## src/bus_port_pkg.sv

```systemverilog
// Shared types and constants for the multiplexed byte bus port.
// Assumes a single 40 MHz system clock domain.
package bus_port_pkg;

    localparam int unsigned BYTE_W       = 8;
    localparam int unsigned OSC_HZ       = 32768;
    localparam int unsigned REF_CLK_HZ   = 40000000;
    localparam logic [7:0]  ADDR_RST     = 8'h00;
    localparam logic [7:0]  RDATA_RST    = 8'h00;
    localparam logic [7:0]  WDATA_RST    = 8'h00;

    // Bus pins after synchronisation
    typedef struct packed {
        logic       address_strobe;
        logic       data_strobe;
        logic       read_write;
        logic       chip_sel_n;
        logic [7:0] shared_byte_lines;
    } bus_pins_t;

    // One register access request towards the register core
    typedef struct packed {
        logic       wr;
        logic       rd;
        logic [7:0] addr;
        logic [7:0] wdata;
    } access_t;

    typedef enum logic [1:0] {
        PH_IDLE,
        PH_ADDR,
        PH_READ
    } port_phase_t;

endpackage : bus_port_pkg

```

## src/muxed_byte_bus_host_port.sv

```systemverilog
// Host access port on a multiplexed address/data byte bus.
// Assumes strobes from an external bus master, asynchronous to ref_clk_i,
// and a register core that answers rd requests with rdata_i in the same cycle.
`timescale 1ns/1ps
module muxed_byte_bus_host_port
    import bus_port_pkg::*;
(
    input  wire logic       ref_clk_i,
    input  wire logic       sys_rst_i,
    input  wire logic       bus_style_strap_i,
    input  wire logic       address_strobe_i,
    input  wire logic       data_strobe_i,
    input  wire logic       read_write_i,
    input  wire logic       chip_sel_n_i,
    input  wire logic [7:0] shared_byte_lines_i,
    input  wire logic       power_fail_i,
    input  wire logic       osc_input_i,
    input  wire logic [7:0] rdata_i,
    output logic      [7:0] shared_byte_lines_o,
    output logic            shared_byte_lines_oe_n_o,
    output logic            osc_output_o,
    output logic            osc_tick_o,
    output logic            addr_valid_o,
    output access_t         access_o
);
    // ------------------------------------------------------------
    // Pin synchronisation
    // ------------------------------------------------------------
    localparam int unsigned SYNC_W = 15;

    logic [SYNC_W-1:0] sync_vec;
    bus_pins_t         pins;
    logic              strap;
    logic              pfail;
    logic              osc_s;

    pin_sync #(.W(SYNC_W)) u_sync
    (
        .ref_clk_i (ref_clk_i),
        .sys_rst_i (sys_rst_i),
        .async_i   ({address_strobe_i, data_strobe_i, read_write_i, chip_sel_n_i,
                     shared_byte_lines_i, bus_style_strap_i, power_fail_i,
                     osc_input_i}),
        .sync_o    (sync_vec)
    );

    assign pins  = bus_pins_t'(sync_vec[SYNC_W-1:3]);
    assign strap = sync_vec[2];
    assign pfail = sync_vec[1];
    assign osc_s = sync_vec[0];

    // ------------------------------------------------------------
    // Edge history
    // ------------------------------------------------------------
    bus_pins_t prev;
    logic      osc_prev;

    always_ff @(posedge ref_clk_i or posedge sys_rst_i)
    begin
        if (sys_rst_i)
        begin
            prev     <= '0;
            osc_prev <= 1'b0;
        end
        else
        begin
            prev     <= pins;
            osc_prev <= osc_s;
        end
    end

    logic as_fall;
    logic as_rise;
    logic ds_fall;
    logic ds_rise;
    logic rw_rise;
    logic mode_ds;
    logic selected;

    assign as_fall  = prev.address_strobe & ~pins.address_strobe;
    assign as_rise  = ~prev.address_strobe & pins.address_strobe;
    assign ds_fall  = prev.data_strobe & ~pins.data_strobe;
    assign ds_rise  = ~prev.data_strobe & pins.data_strobe;
    assign rw_rise  = ~prev.read_write & pins.read_write;
    assign mode_ds  = strap;
    assign selected = ~pins.chip_sel_n & ~pfail;

    // ------------------------------------------------------------
    // Address latch
    // ------------------------------------------------------------
    logic [7:0] addr;

    always_ff @(posedge ref_clk_i or posedge sys_rst_i)
    begin
        if (sys_rst_i)
        begin
            addr         <= ADDR_RST;
            addr_valid_o <= 1'b0;
        end
        else if (as_rise)
        begin
            addr_valid_o <= 1'b0;
        end
        else if (as_fall)
        begin
            addr         <= pins.shared_byte_lines;
            addr_valid_o <= 1'b1;
        end
    end

    // ------------------------------------------------------------
    // Read and write decode
    // ------------------------------------------------------------
    logic wr_evt;
    logic rd_start;
    logic rd_end;
    logic rd_window;
    port_phase_t phase;

    // In data-strobe mode, direction taken from the sample while the strobe was still high
    assign wr_evt   = mode_ds ? (ds_fall & ~prev.read_write) : rw_rise;
    assign rd_window = mode_ds ? (pins.data_strobe & pins.read_write)
                               : (~pins.data_strobe & pins.read_write);
    assign rd_start = rd_window & selected & addr_valid_o;
    assign rd_end   = mode_ds ? ds_fall : ds_rise;

    always_ff @(posedge ref_clk_i or posedge sys_rst_i)
    begin
        if (sys_rst_i)
        begin
            access_o <= '0;
        end
        else
        begin
            access_o.wr    <= wr_evt & selected & addr_valid_o;
            access_o.rd    <= 1'b0;
            access_o.addr  <= addr;
            access_o.wdata <= wr_evt ? prev.shared_byte_lines : WDATA_RST;
            if (rd_start && phase == PH_ADDR)
            begin
                access_o.rd <= 1'b1;
            end
        end
    end

    // ------------------------------------------------------------
    // Read drive sequencing
    // ------------------------------------------------------------
    always_ff @(posedge ref_clk_i or posedge sys_rst_i)
    begin
        if (sys_rst_i)
        begin
            phase <= PH_IDLE;
        end
        else
        begin
            unique case (phase)
                PH_IDLE:
                    if (as_fall)
                        phase <= PH_ADDR;
                PH_ADDR:
                    if (!addr_valid_o)
                        phase <= PH_IDLE;
                    else if (rd_start)
                        phase <= PH_READ;
                PH_READ:
                    if (rd_end || !selected)
                        phase <= PH_IDLE;
            endcase
        end
    end

    always_ff @(posedge ref_clk_i or posedge sys_rst_i)
    begin
        if (sys_rst_i)
        begin
            shared_byte_lines_o      <= RDATA_RST;
            shared_byte_lines_oe_n_o <= 1'b1;
        end
        else
        begin
            if (access_o.rd)
                shared_byte_lines_o <= rdata_i;
            shared_byte_lines_oe_n_o <= ~(phase == PH_READ && rd_window && !rd_end
                                          && selected);
        end
    end

    // ------------------------------------------------------------
    // Timekeeping oscillator
    // ------------------------------------------------------------
    always_ff @(posedge ref_clk_i or posedge sys_rst_i)
    begin
        if (sys_rst_i)
        begin
            osc_output_o <= 1'b1;
            osc_tick_o   <= 1'b0;
        end
        else
        begin
            osc_output_o <= ~osc_s;
            osc_tick_o   <= osc_s & ~osc_prev;
        end
    end

    // ------------------------------------------------------------
    // Assertions
    // ------------------------------------------------------------
    property p_addr_capture;
        @(posedge ref_clk_i) disable iff (sys_rst_i)
        as_fall && !as_rise |=> addr == $past(pins.shared_byte_lines) && addr_valid_o;
    endproperty
    a_addr_capture: assert property (p_addr_capture)
        else $error("address not captured on strobe fall");

    property p_addr_discard;
        @(posedge ref_clk_i) disable iff (sys_rst_i)
        as_rise |=> !addr_valid_o;
    endproperty
    a_addr_discard: assert property (p_addr_discard)
        else $error("address kept after strobe rise");

    property p_no_unselected_write;
        @(posedge ref_clk_i) disable iff (sys_rst_i)
        !$past(selected) |-> !access_o.wr;
    endproperty
    a_no_unselected_write: assert property (p_no_unselected_write)
        else $error("write without chip select");

    property p_pfail_blocks;
        @(posedge ref_clk_i) disable iff (sys_rst_i)
        pfail |=> !access_o.wr && !access_o.rd && shared_byte_lines_oe_n_o;
    endproperty
    a_pfail_blocks: assert property (p_pfail_blocks)
        else $error("access during power fail");

    property p_ds_write;
        @(posedge ref_clk_i) disable iff (sys_rst_i)
        mode_ds && ds_fall && !prev.read_write && selected && addr_valid_o
            |=> access_o.wr && access_o.wdata == $past(prev.shared_byte_lines);
    endproperty
    a_ds_write: assert property (p_ds_write)
        else $error("data-strobe write missed");

    property p_sep_write;
        @(posedge ref_clk_i) disable iff (sys_rst_i)
        !mode_ds && rw_rise && selected && addr_valid_o |=> access_o.wr;
    endproperty
    a_sep_write: assert property (p_sep_write)
        else $error("separate-strobe write missed");

    property p_drive_only_in_window;
        @(posedge ref_clk_i) disable iff (sys_rst_i)
        !shared_byte_lines_oe_n_o |-> $past(rd_window) && $past(selected);
    endproperty
    a_drive_only_in_window: assert property (p_drive_only_in_window)
        else $error("bus driven outside read window");

    property p_release;
        @(posedge ref_clk_i) disable iff (sys_rst_i)
        rd_end |=> shared_byte_lines_oe_n_o;
    endproperty
    a_release: assert property (p_release)
        else $error("bus not released at read end");

    property p_unselected_addr;
        @(posedge ref_clk_i) disable iff (sys_rst_i)
        as_fall && !selected |=> addr_valid_o;
    endproperty
    a_unselected_addr: assert property (p_unselected_addr)
        else $error("unselected address not latched");

    c_write: cover property (@(posedge ref_clk_i) access_o.wr);
    c_read:  cover property (@(posedge ref_clk_i) !shared_byte_lines_oe_n_o);
    c_pfail: cover property (@(posedge ref_clk_i) pfail && as_fall);
    c_sep:   cover property (@(posedge ref_clk_i) !mode_ds && rw_rise);
endmodule : muxed_byte_bus_host_port

```

## src/pin_sync.sv

```systemverilog
// Two-flop synchroniser for a vector of asynchronous pins.
// Assumes pins are quasi-static across the two sampling edges.
`timescale 1ns/1ps
module pin_sync
    import bus_port_pkg::*;
#(
    parameter int unsigned W = 1
)
(
    input  wire logic         ref_clk_i,
    input  wire logic         sys_rst_i,
    input  wire logic [W-1:0] async_i,
    output logic      [W-1:0] sync_o
);
    logic [W-1:0] stage1;

    always_ff @(posedge ref_clk_i or posedge sys_rst_i)
    begin
        if (sys_rst_i)
        begin
            stage1 <= '0;
            sync_o <= '0;
        end
        else
        begin
            stage1 <= async_i;
            sync_o <= stage1;
        end
    end
endmodule : pin_sync

```

## config.mk

```make
export PLATFORM = sky130hd
export DESIGN_NAME = muxed_byte_bus_host_port
export DESIGN_NICKNAME = d
export VERILOG_FILES = /design/src/bus_port_pkg.sv /design/src/muxed_byte_bus_host_port.sv /design/src/pin_sync.sv
export SDC_FILE = /design/constraint.sdc
export NUM_CORES = 1
export LEC_CHECK = 0
export BUFFER_PORTS_ARGS = -buffer_cell sky130_fd_sc_hd__buf_2
export CAP_MARGIN = 0
export CORE_MARGIN = 2
export CORE_UTILIZATION = 52
export DETAILED_ROUTE_END_ITERATION = 12
export MAX_ROUTING_LAYER = met4
export PLACE_DENSITY = 0.75
export SYNTH_ARGS = -nofsm -noshare
export SYNTH_HDL_FRONTEND = slang
export SYNTH_SLANG_ARGS = --single-unit
export TNS_END_PERCENT = 10
```

## constraint.sdc

```tcl
create_clock -name ref_clk_i -period 2.78 [get_ports ref_clk_i]
set_clock_uncertainty 0.2 [all_clocks]
set_input_delay 0 -clock ref_clk_i [delete_from_list [all_inputs] [get_ports ref_clk_i]]
set_output_delay 0 -clock ref_clk_i [all_outputs]
set_load 0.02 [all_outputs]
```

==> results.txt, run 1 <==
The run finished with clean final reports. Post-synthesis share of cell area spent on full adders, half adders and majority gates: 2.97%. Pin count of the biggest net entering global routing: 68. The leakage power was 1.65 nW; the netlist area before placement was 2530 um2. The clock period could shrink to 1740 ps. In the final layout, the share of cells above drive strength 1 is 38.4%. The relative max-transition margin is 28.9%. Setup repair after global routing left no endpoint under its margin. The final number of setup-violating endpoints was 0. The repair_antennas step left the layout with diodes totalling 0. The run gives 0 as the number of remaining DRC errors.

The mux contribution to synthesized area works out to 7.92%. After detailed routing, the average wire length per cell comes to 14.0 um. Sequential elements use 81.3% of the synthesized area. The combinational family with the most area after synthesis is multiplexers. The depth of the CTS H-tree was 3. For this run the aggregate overflow at the end of global routing stands at 0.

In this run the worst path has a maximum fanout of 9. Number of enable flip-flop cells after synthesis: 0. The tightest min-delay check is of the in2reg type. Clock-pin slew was measured on the worst setup and hold paths at 70 ps. For the max-capacitance violation count, the log shows 0.

On the critical path, the stage with the largest delay is an instance of sky130_fd_sc_hd__a21oi_1. The detailed router finished its first iteration with 73 violations. Dividing the detail-routed via count by the number of cells gives 4.73.

For this run, the detailed router's first-pass iteration total came to 4. The fraction of synthesized cell area in xor and xnor cells was 0.347%. The logs give 0.704 for the routability congestion estimate from global placement and 9 for the number of buffers created by CTS.

The worst register-to-register path has a depth of 3. The area enclosed by the die boundary came out at 5430 um2. The startpoint identified for the worst register-to-register timing path is u_sync.sync_o[13]. Across every metal layer, demand over resource in global routing totals 17.1%. CTS placed an instance of sky130_fd_sc_hd__clkbuf_8 at the clock tree root.

Derived from the worst setup path, the maximum achievable clock frequency is 576 MHz. The routed layout has 1352 vias. The endpoint of the worst hold-timing path is u_sync.stage1[14]. Counting flops and latches in the post-synthesis netlist gives 82.

The tools report the startpoint kind of the worst setup timing path as a flop. The run gives 0 as the final number of hold-violating endpoints. The start point of the worst min-delay path is address_strobe_i. Once placement finished, the instance area stood at 2870 um2. The run gives 82 as the TritonCTS sink count. After filler insertion, the fill cell instance count of the layout stands at 310. After layout, the worst path uses 62.4% of the clock period. Delay of the slowest critical-path stage: 600 ps. The layout overhead on the synthesized area came out at 31.7%. In the layout the commonest cells are sky130_fd_sc_hd__dfrtp_1 (80), sky130_fd_sc_hd__buf_2 (54), sky130_fd_sc_hd__dlygate4sd3_1 (24). Counting every net in the synthesized netlist gives 170. After detailed routing, the total wire length is 3.99 mm.

After synthesis, the share of flip-flops with an asynchronous set or reset is 100%. Post-CTS timing repair inserted 0 buffers for setup. The total area inside the core boundary comes to 4690 um2. The area fraction in compound gates after synthesis is 1.58%. The number of antenna violations at the first check in global routing is 0, and the number of global-route vias before repair is 1385.

The longest clock path from root to sink contains 2 buffers. The synthesized netlist devotes 4.55% of its cell area to simple gates. In the final timing run, aggregate negative setup slack is 0 ps. The final design instance area without fill is 3330 um2, and the power per cell area is 831 nW/um2.

The post-layout net count is 258. For the number of core rows, the log shows 25. The synthesized area per cell is 18.2 um2.

End of the worst register-to-register path: access_o[17]. Number of port buffers: 54. TritonCTS built the clock tree.

The initial utilization of the core area, before any placement, comes to 53.9%. The critical path is of the reg2reg type. In this run the remaining antenna-violating nets after routing total 0. Across the VDD grid, the largest voltage drop is 0.474 mV.

Data arrives at the worst endpoint at 1810 ps. At the pin with the least slew margin, the transition time is 1070 ps. Data on the critical path is required at its endpoint by 2850 ps. Cells fill 71.0% of the core in the end.

The tools report the gate count after technology mapping as 139. The tools report the max-slew violation count as 0. Number of hold buffers added after cts: 24. For the placed wire-length estimate after detailed placement, the log shows 2.53 mm.

The first global-routing pass estimated 6.27 mm of wire. The vertical die dimension is 73.7 um. The instance count along the most critical hold path is 2.

The warning count from the yosys run is 0, and the post-synthesis cell type count is 21. Across all register-to-register paths, the minimum setup slack is 1040 ps. The run gives 340 ps as the clock latency of the later-clocked register in the worst-skew pair. For the number of I/O pins, the log shows 55. STA classifies the critical path endpoint as a flop. Traced cell by cell, the critical path runs through nand3b_1 > a21oi_1 > and3_1.

After clock tree synthesis, the repair step resized 0 gates. The width of the die came out at 73.7 um. The library cell used most frequently in the layout, excluding fill and tap cells, is sky130_fd_sc_hd__dfrtp_1.

Most common flop cell mapped by yosys: sky130_fd_sc_hd__dfrtp_1.
## state kept, by name, summed over array words and instances, names as in the netlist
register	cells
access_o	18
u_sync.stage1	15
u_sync.sync_o	15
prev	11
addr	8
shared_byte_lines_o	8
phase	2
addr_valid_o	1
osc_output_o	1
osc_prev	1
osc_tick_o	1
shared_byte_lines_oe_n_o	1
## per-stage QoR
step	hold WS, ps	cells	worst slack [ps]	total power, mW
after floorplan	-169	139	475	1.68
after global placement	-91.5	246	1090	1.80
after detailed placement	-90.7	246	1020	1.83
after CTS	77.0	286	1000	2.79
after global routing	87.5	286	970	2.89
final	97.6	286	1040	2.77
## logic make-up (layout without fill, tap and decap cells)
group / Yosys count / count (layout)
compound gates: 4 / 4
xor+xnor: 1 / 1
fa+ha+maj: 6 / 6
buf+inv: 9 / 102
flops: 82 / 82
mux: 18 / 18
simple gates: 19 / 19
## final cells by class
type	instances	area, um2	share of cell area, %
Inverter	7	27.5	0.827
Tap cell	54	67.6	2.03
Sequential cell	82	2050	61.7
Clock buffer	14	163	4.89
Timing Repair Buffer	79	518	15.6
Multi-Input combinational cell	48	439	13.2
Clock inverter	2	60.1	1.80
## cells in the mapped netlist, types with 2 or more instances
master                     number  area share [%]
sky130_fd_sc_hd__mux2_2        16             7.1
sky130_fd_sc_hd__dfrtp_1       80              79
sky130_fd_sc_hd__and3_1         3            0.74
sky130_fd_sc_hd__inv_1          7             1.0
sky130_fd_sc_hd__nor2_1         2            0.30
sky130_fd_sc_hd__mux2i_1        2            0.79
sky130_fd_sc_hd__clkbuf_1       2            0.30
sky130_fd_sc_hd__ha_1           6             3.0
sky130_fd_sc_hd__and2_1         8             2.0
sky130_fd_sc_hd__dfstp_2        2             2.1
## critical path, delay by kind of cell, from the launching register on
family          cells  cell delay [ps]
compound gates      1              600
flops               1              420
simple gates        2              450
## worst max-delay path by stage
stage,from,to,slack [ps],cells past startpoint
floorplan,sys_rst_i,access_o[0],470,1
global placement,u_sync.sync_o[13],access_o[17],1090,3
detailed placement,u_sync.sync_o[13],access_o[17],1020,3
CTS,u_sync.sync_o[13],access_o[17],1000,3
global route,u_sync.sync_o[13],access_o[17],970,3
finish,u_sync.sync_o[13],access_o[17],1040,3
## power by group
group | leakage, nW | switching [mW] | internal (mW)
logic | 0.557 | 0.247 | 0.191
registers | 0.984 | 0.0641 | 1.33
clock network | 0.111 | 0.373 | 0.557
total | 1.65 | 0.684 | 2.08
## routing by layer
| layer | vias up | track usage [%] | wire length, um |
|---|---|---|---|
| met1 | 667 | 19.2 | 1650 |
| met2 | 47 | 27.4 | 2060 |
| met5 | - | - | 0 |
| met3 | 8 | 4.25 | 196 |
| li1 | 630 | - | - |
| met4 | 0 | 10.9 | 83 |
Note: power is estimated with default switching activity, not from simulation.
==> run 2, diff against run 1 <==
--- a/config.mk
+++ b/config.mk
@@ -8,10 +8,10 @@
 export BUFFER_PORTS_ARGS = -buffer_cell sky130_fd_sc_hd__buf_2
 export CAP_MARGIN = 0
 export CORE_MARGIN = 2
-export CORE_UTILIZATION = 52
+export CORE_UTILIZATION = 47
 export DETAILED_ROUTE_END_ITERATION = 12
 export MAX_ROUTING_LAYER = met4
-export PLACE_DENSITY = 0.75
+export PLACE_DENSITY = 0.71
 export SYNTH_ARGS = -nofsm -noshare
 export SYNTH_HDL_FRONTEND = slang
 export SYNTH_SLANG_ARGS = --single-unit
==> constraint.sdc (replaced) <==
create_clock -name ref_clk_i -period 1.5 [get_ports ref_clk_i]
set_clock_uncertainty 0.2 [all_clocks]
set_input_delay 0 -clock ref_clk_i [delete_from_list [all_inputs] [get_ports ref_clk_i]]
set_output_delay 0 -clock ref_clk_i [all_outputs]
set_load 0.02 [all_outputs]
==> run 2 against run 1 <==
  * Global-route usage shrank 1.7 points
  * The run now ends with setup timing left
  * First-iteration DRC count down 21%
  * Sequential cell count unchanged
  * Critical endpoint is now phase[1]
  * Die area rose by 10%
==> results.txt, run 2 (synthesis results as in run 1) <==
In this run the critical register-to-register path is launched from u_sync.sync_o[2]. The run gives 0 as the number of antenna violations at the first check in global routing. The clock transition at the registers of the reported paths came out at 70 ps. The max-capacitance violation count is 0, and the worst slack at placement is -171 ps. For the routed length on met3, the log shows 187 um. access_o holds more flip-flops than any other register.

The classification of the worst-slack hold path was in2reg. The path with the worst hold slack has its endpoint at u_sync.stage1[5]. Entering global routing, the biggest net connects 83 pins.

The first routing iteration left 58 violations. Counting cells, the worst reg-to-reg path comes to 4. The run finished, with violations left. The detailed router put a total of 1.55 mm of wire on met1.

The width of the die is 77.3 um, and the antenna cell count is 0. For the area enclosed by the die boundary, the log shows 5980 um2. The startpoint kind of the worst setup timing path is a flop. In the layout the commonest cells are sky130_fd_sc_hd__dfrtp_1 (80), sky130_fd_sc_hd__buf_2 (54), sky130_fd_sc_hd__dlygate4sd3_1 (24). For this run, the detailed router's first-pass iteration total came to 4. Counting every sink on the clock net gives 82. The average vias per placed instance was 4.41.

The minimum clock period after layout came out at 1610 ps. Routed wire length: 3.96 mm. Data on the critical path arrives at its endpoint at 1630 ps. The final critical-path setup slack is -111 ps. The nature of the critical path endpoint was a flop.

The number of I/O pins is 55. For the placed wire-length estimate after detailed placement, the log shows 2.55 mm. The number of remaining DRC errors is 0. The buffer levels on the longest clock path was 2; the clock latency of the later-clocked register in the worst-skew pair was 330 ps. The data required time at the worst endpoint is 1510 ps. The total area inside the core boundary comes to 5140 um2.

The number of global-route vias before repair was 1520; the number of buffers created by CTS was 9. The vertical die dimension was 77.3 um; the routability congestion estimate from global placement was 0.727. Headroom to the max-slew limit came out at 72.6%. The delay of the slowest critical-path stage was 420 ps. The final number of hold-violating endpoints was 0. Setup slack on the worst reg-to-reg path comes out at -110 ps. Cell with the largest stage delay on the worst path: sky130_fd_sc_hd__dfrtp_1. For this run, the share of the core covered by cells in the final layout is 65.9%. The tools report the post-layout net count as 266. The largest registers in the layout are access_o (18), u_sync.stage1 (15), u_sync.sync_o (15). The depth of the CTS H-tree came out at 3. The initial utilization of the core area, before any placement, comes to 49.2%. The run gives 384 as the number of filler cells placed in the layout. Across every metal layer, demand over resource in global routing totals 15.5%. The worst register-to-register path ends at phase[1]. Input and output buffers added on the ports amount to 54.

After floorplanning, the core was divided into 26 placement rows. The type of the worst setup path is reg2reg. The register with the most flip-flops in the layout has 18 of them. The signal on the critical path passes through or3b_1 > a41oi_2 > o21ai_2 > a32o_1. The wire length of the first global-routing pass is 6.71 mm, and the leakage power is 1.67 nW. Setup repair after global routing could not meet its margin everywhere. The cell type group with the largest total delay on the critical path was compound AO/OA/AOI/OAI gates. For the pin with the worst max-slew slack, the measured transition is 411 ps. The leading cell type in the layout, fill and taps excluded is sky130_fd_sc_hd__dfrtp_1.

The run gives 2.19 mm as the met2 wire length. The worst-case IR drop observed on VDD is 0.747 mV. Global routing finished with a remaining overflow of 0. The power per cell area was 1440 nW/um2; the instance count along the most critical hold path was 2.

The number of vias after detailed routing was 1366; the number of gates on the worst path with buffers counted was 4. The post-route netlist has 42.1% of its cells at a drive strength greater than 1. The tools report the top achievable clock speed as 621 MHz. After detailed routing, no signal wire sits above met4. The count of nets left with antenna violations once routing finished came out at 0. The final number of setup-violating endpoints was 2. TritonCTS built the clock tree. The per-cell routed wire length was 12.8 um; the layout overhead on the synthesized area was 34.1%. The largest fanout of any net on the critical path was 3. The checks that failed: setup timing.

Together, buffers and inverters on the worst path number 0. In this run the clock root is driven by a sky130_fd_sc_hd__clkbuf_8. The run gives 0 as the max-slew violation count. The startpoint identified for the worst hold timing path is shared_byte_lines_i[2]. In the finished design, the share of the clock period the worst path needs comes to 107%.
-- run 2: area by class of cell --
class / instances / area (um2) / area share, %
inverter: 7 / 30.0 / 0.886
sequential: 82 / 2050 / 60.6
timing repair buffer: 87 / 591 / 17.4
clock buffer: 16 / 180 / 5.32
tap: 70 / 87.6 / 2.58
multi-input combinational: 48 / 445 / 13.1
-- run 2: worst register-to-register path: stages (launching register included) --
cell                      delay, ps
sky130_fd_sc_hd__dfrtp_1        420
sky130_fd_sc_hd__or3b_1         380
sky130_fd_sc_hd__a41oi_2        190
sky130_fd_sc_hd__o21ai_2        110
sky130_fd_sc_hd__a32o_1         210
-- run 2: worst max-delay path by stage --
| stage | from | to | slack, ps |
|---|---|---|---|
| final | u_sync.sync_o[2] | phase[1] | -110 |
| after global routing | u_sync.sync_o[2] | phase[1] | -180 |
| after CTS | u_sync.sync_o[2] | phase[1] | -90 |
| after detailed placement | u_sync.sync_o[2] | phase[1] | -170 |
| after global placement | u_sync.sync_o[2] | phase[1] | -90 |
| after floorplan | u_sync.sync_o[2] | phase[1] | -70 |
-- run 2: what timing repair did --
item | 4_1_cts | 5_1_grt
resized for setup | 2 | 3
setup buffers | 3 | 0
hold buffers | 24 | 0
endpoints found under the hold margin | 105 | 0
endpoints found under the setup margin | 4 | 12
pin swaps | 1 | 1
gates cloned | 0 | 0
-- run 2: power breakdown --
group | switching [mW] | internal [mW] | total (mW)
registers | 0.122 | 2.47 | 2.59
logic | 0.467 | 0.397 | 0.864
clock network | 0.671 | 0.742 | 1.41
total | 1.26 | 3.61 | 4.87
-- run 2: per-layer routing --
metal	vias to the layer above	track usage (%)
met3	4	5.93
met1	681	14.8
met4	0	7.50
met5	-	-
li1	645	-
met2	36	27.2
-- run 2: through the flow --
stage	TNS, ps	instances	total power [mW]	hold slack (ps)	instance area (um2)
floorplan	-322	139	3.11	-169	2530
global placement	-95.7	267	3.35	-92.0	2940
detailed placement	-269	267	3.42	-90.7	2940
CTS	-103	310	4.93	83.0	3390
global route	-280	310	5.14	80.1	3390
finish	-162	310	4.87	104	3390
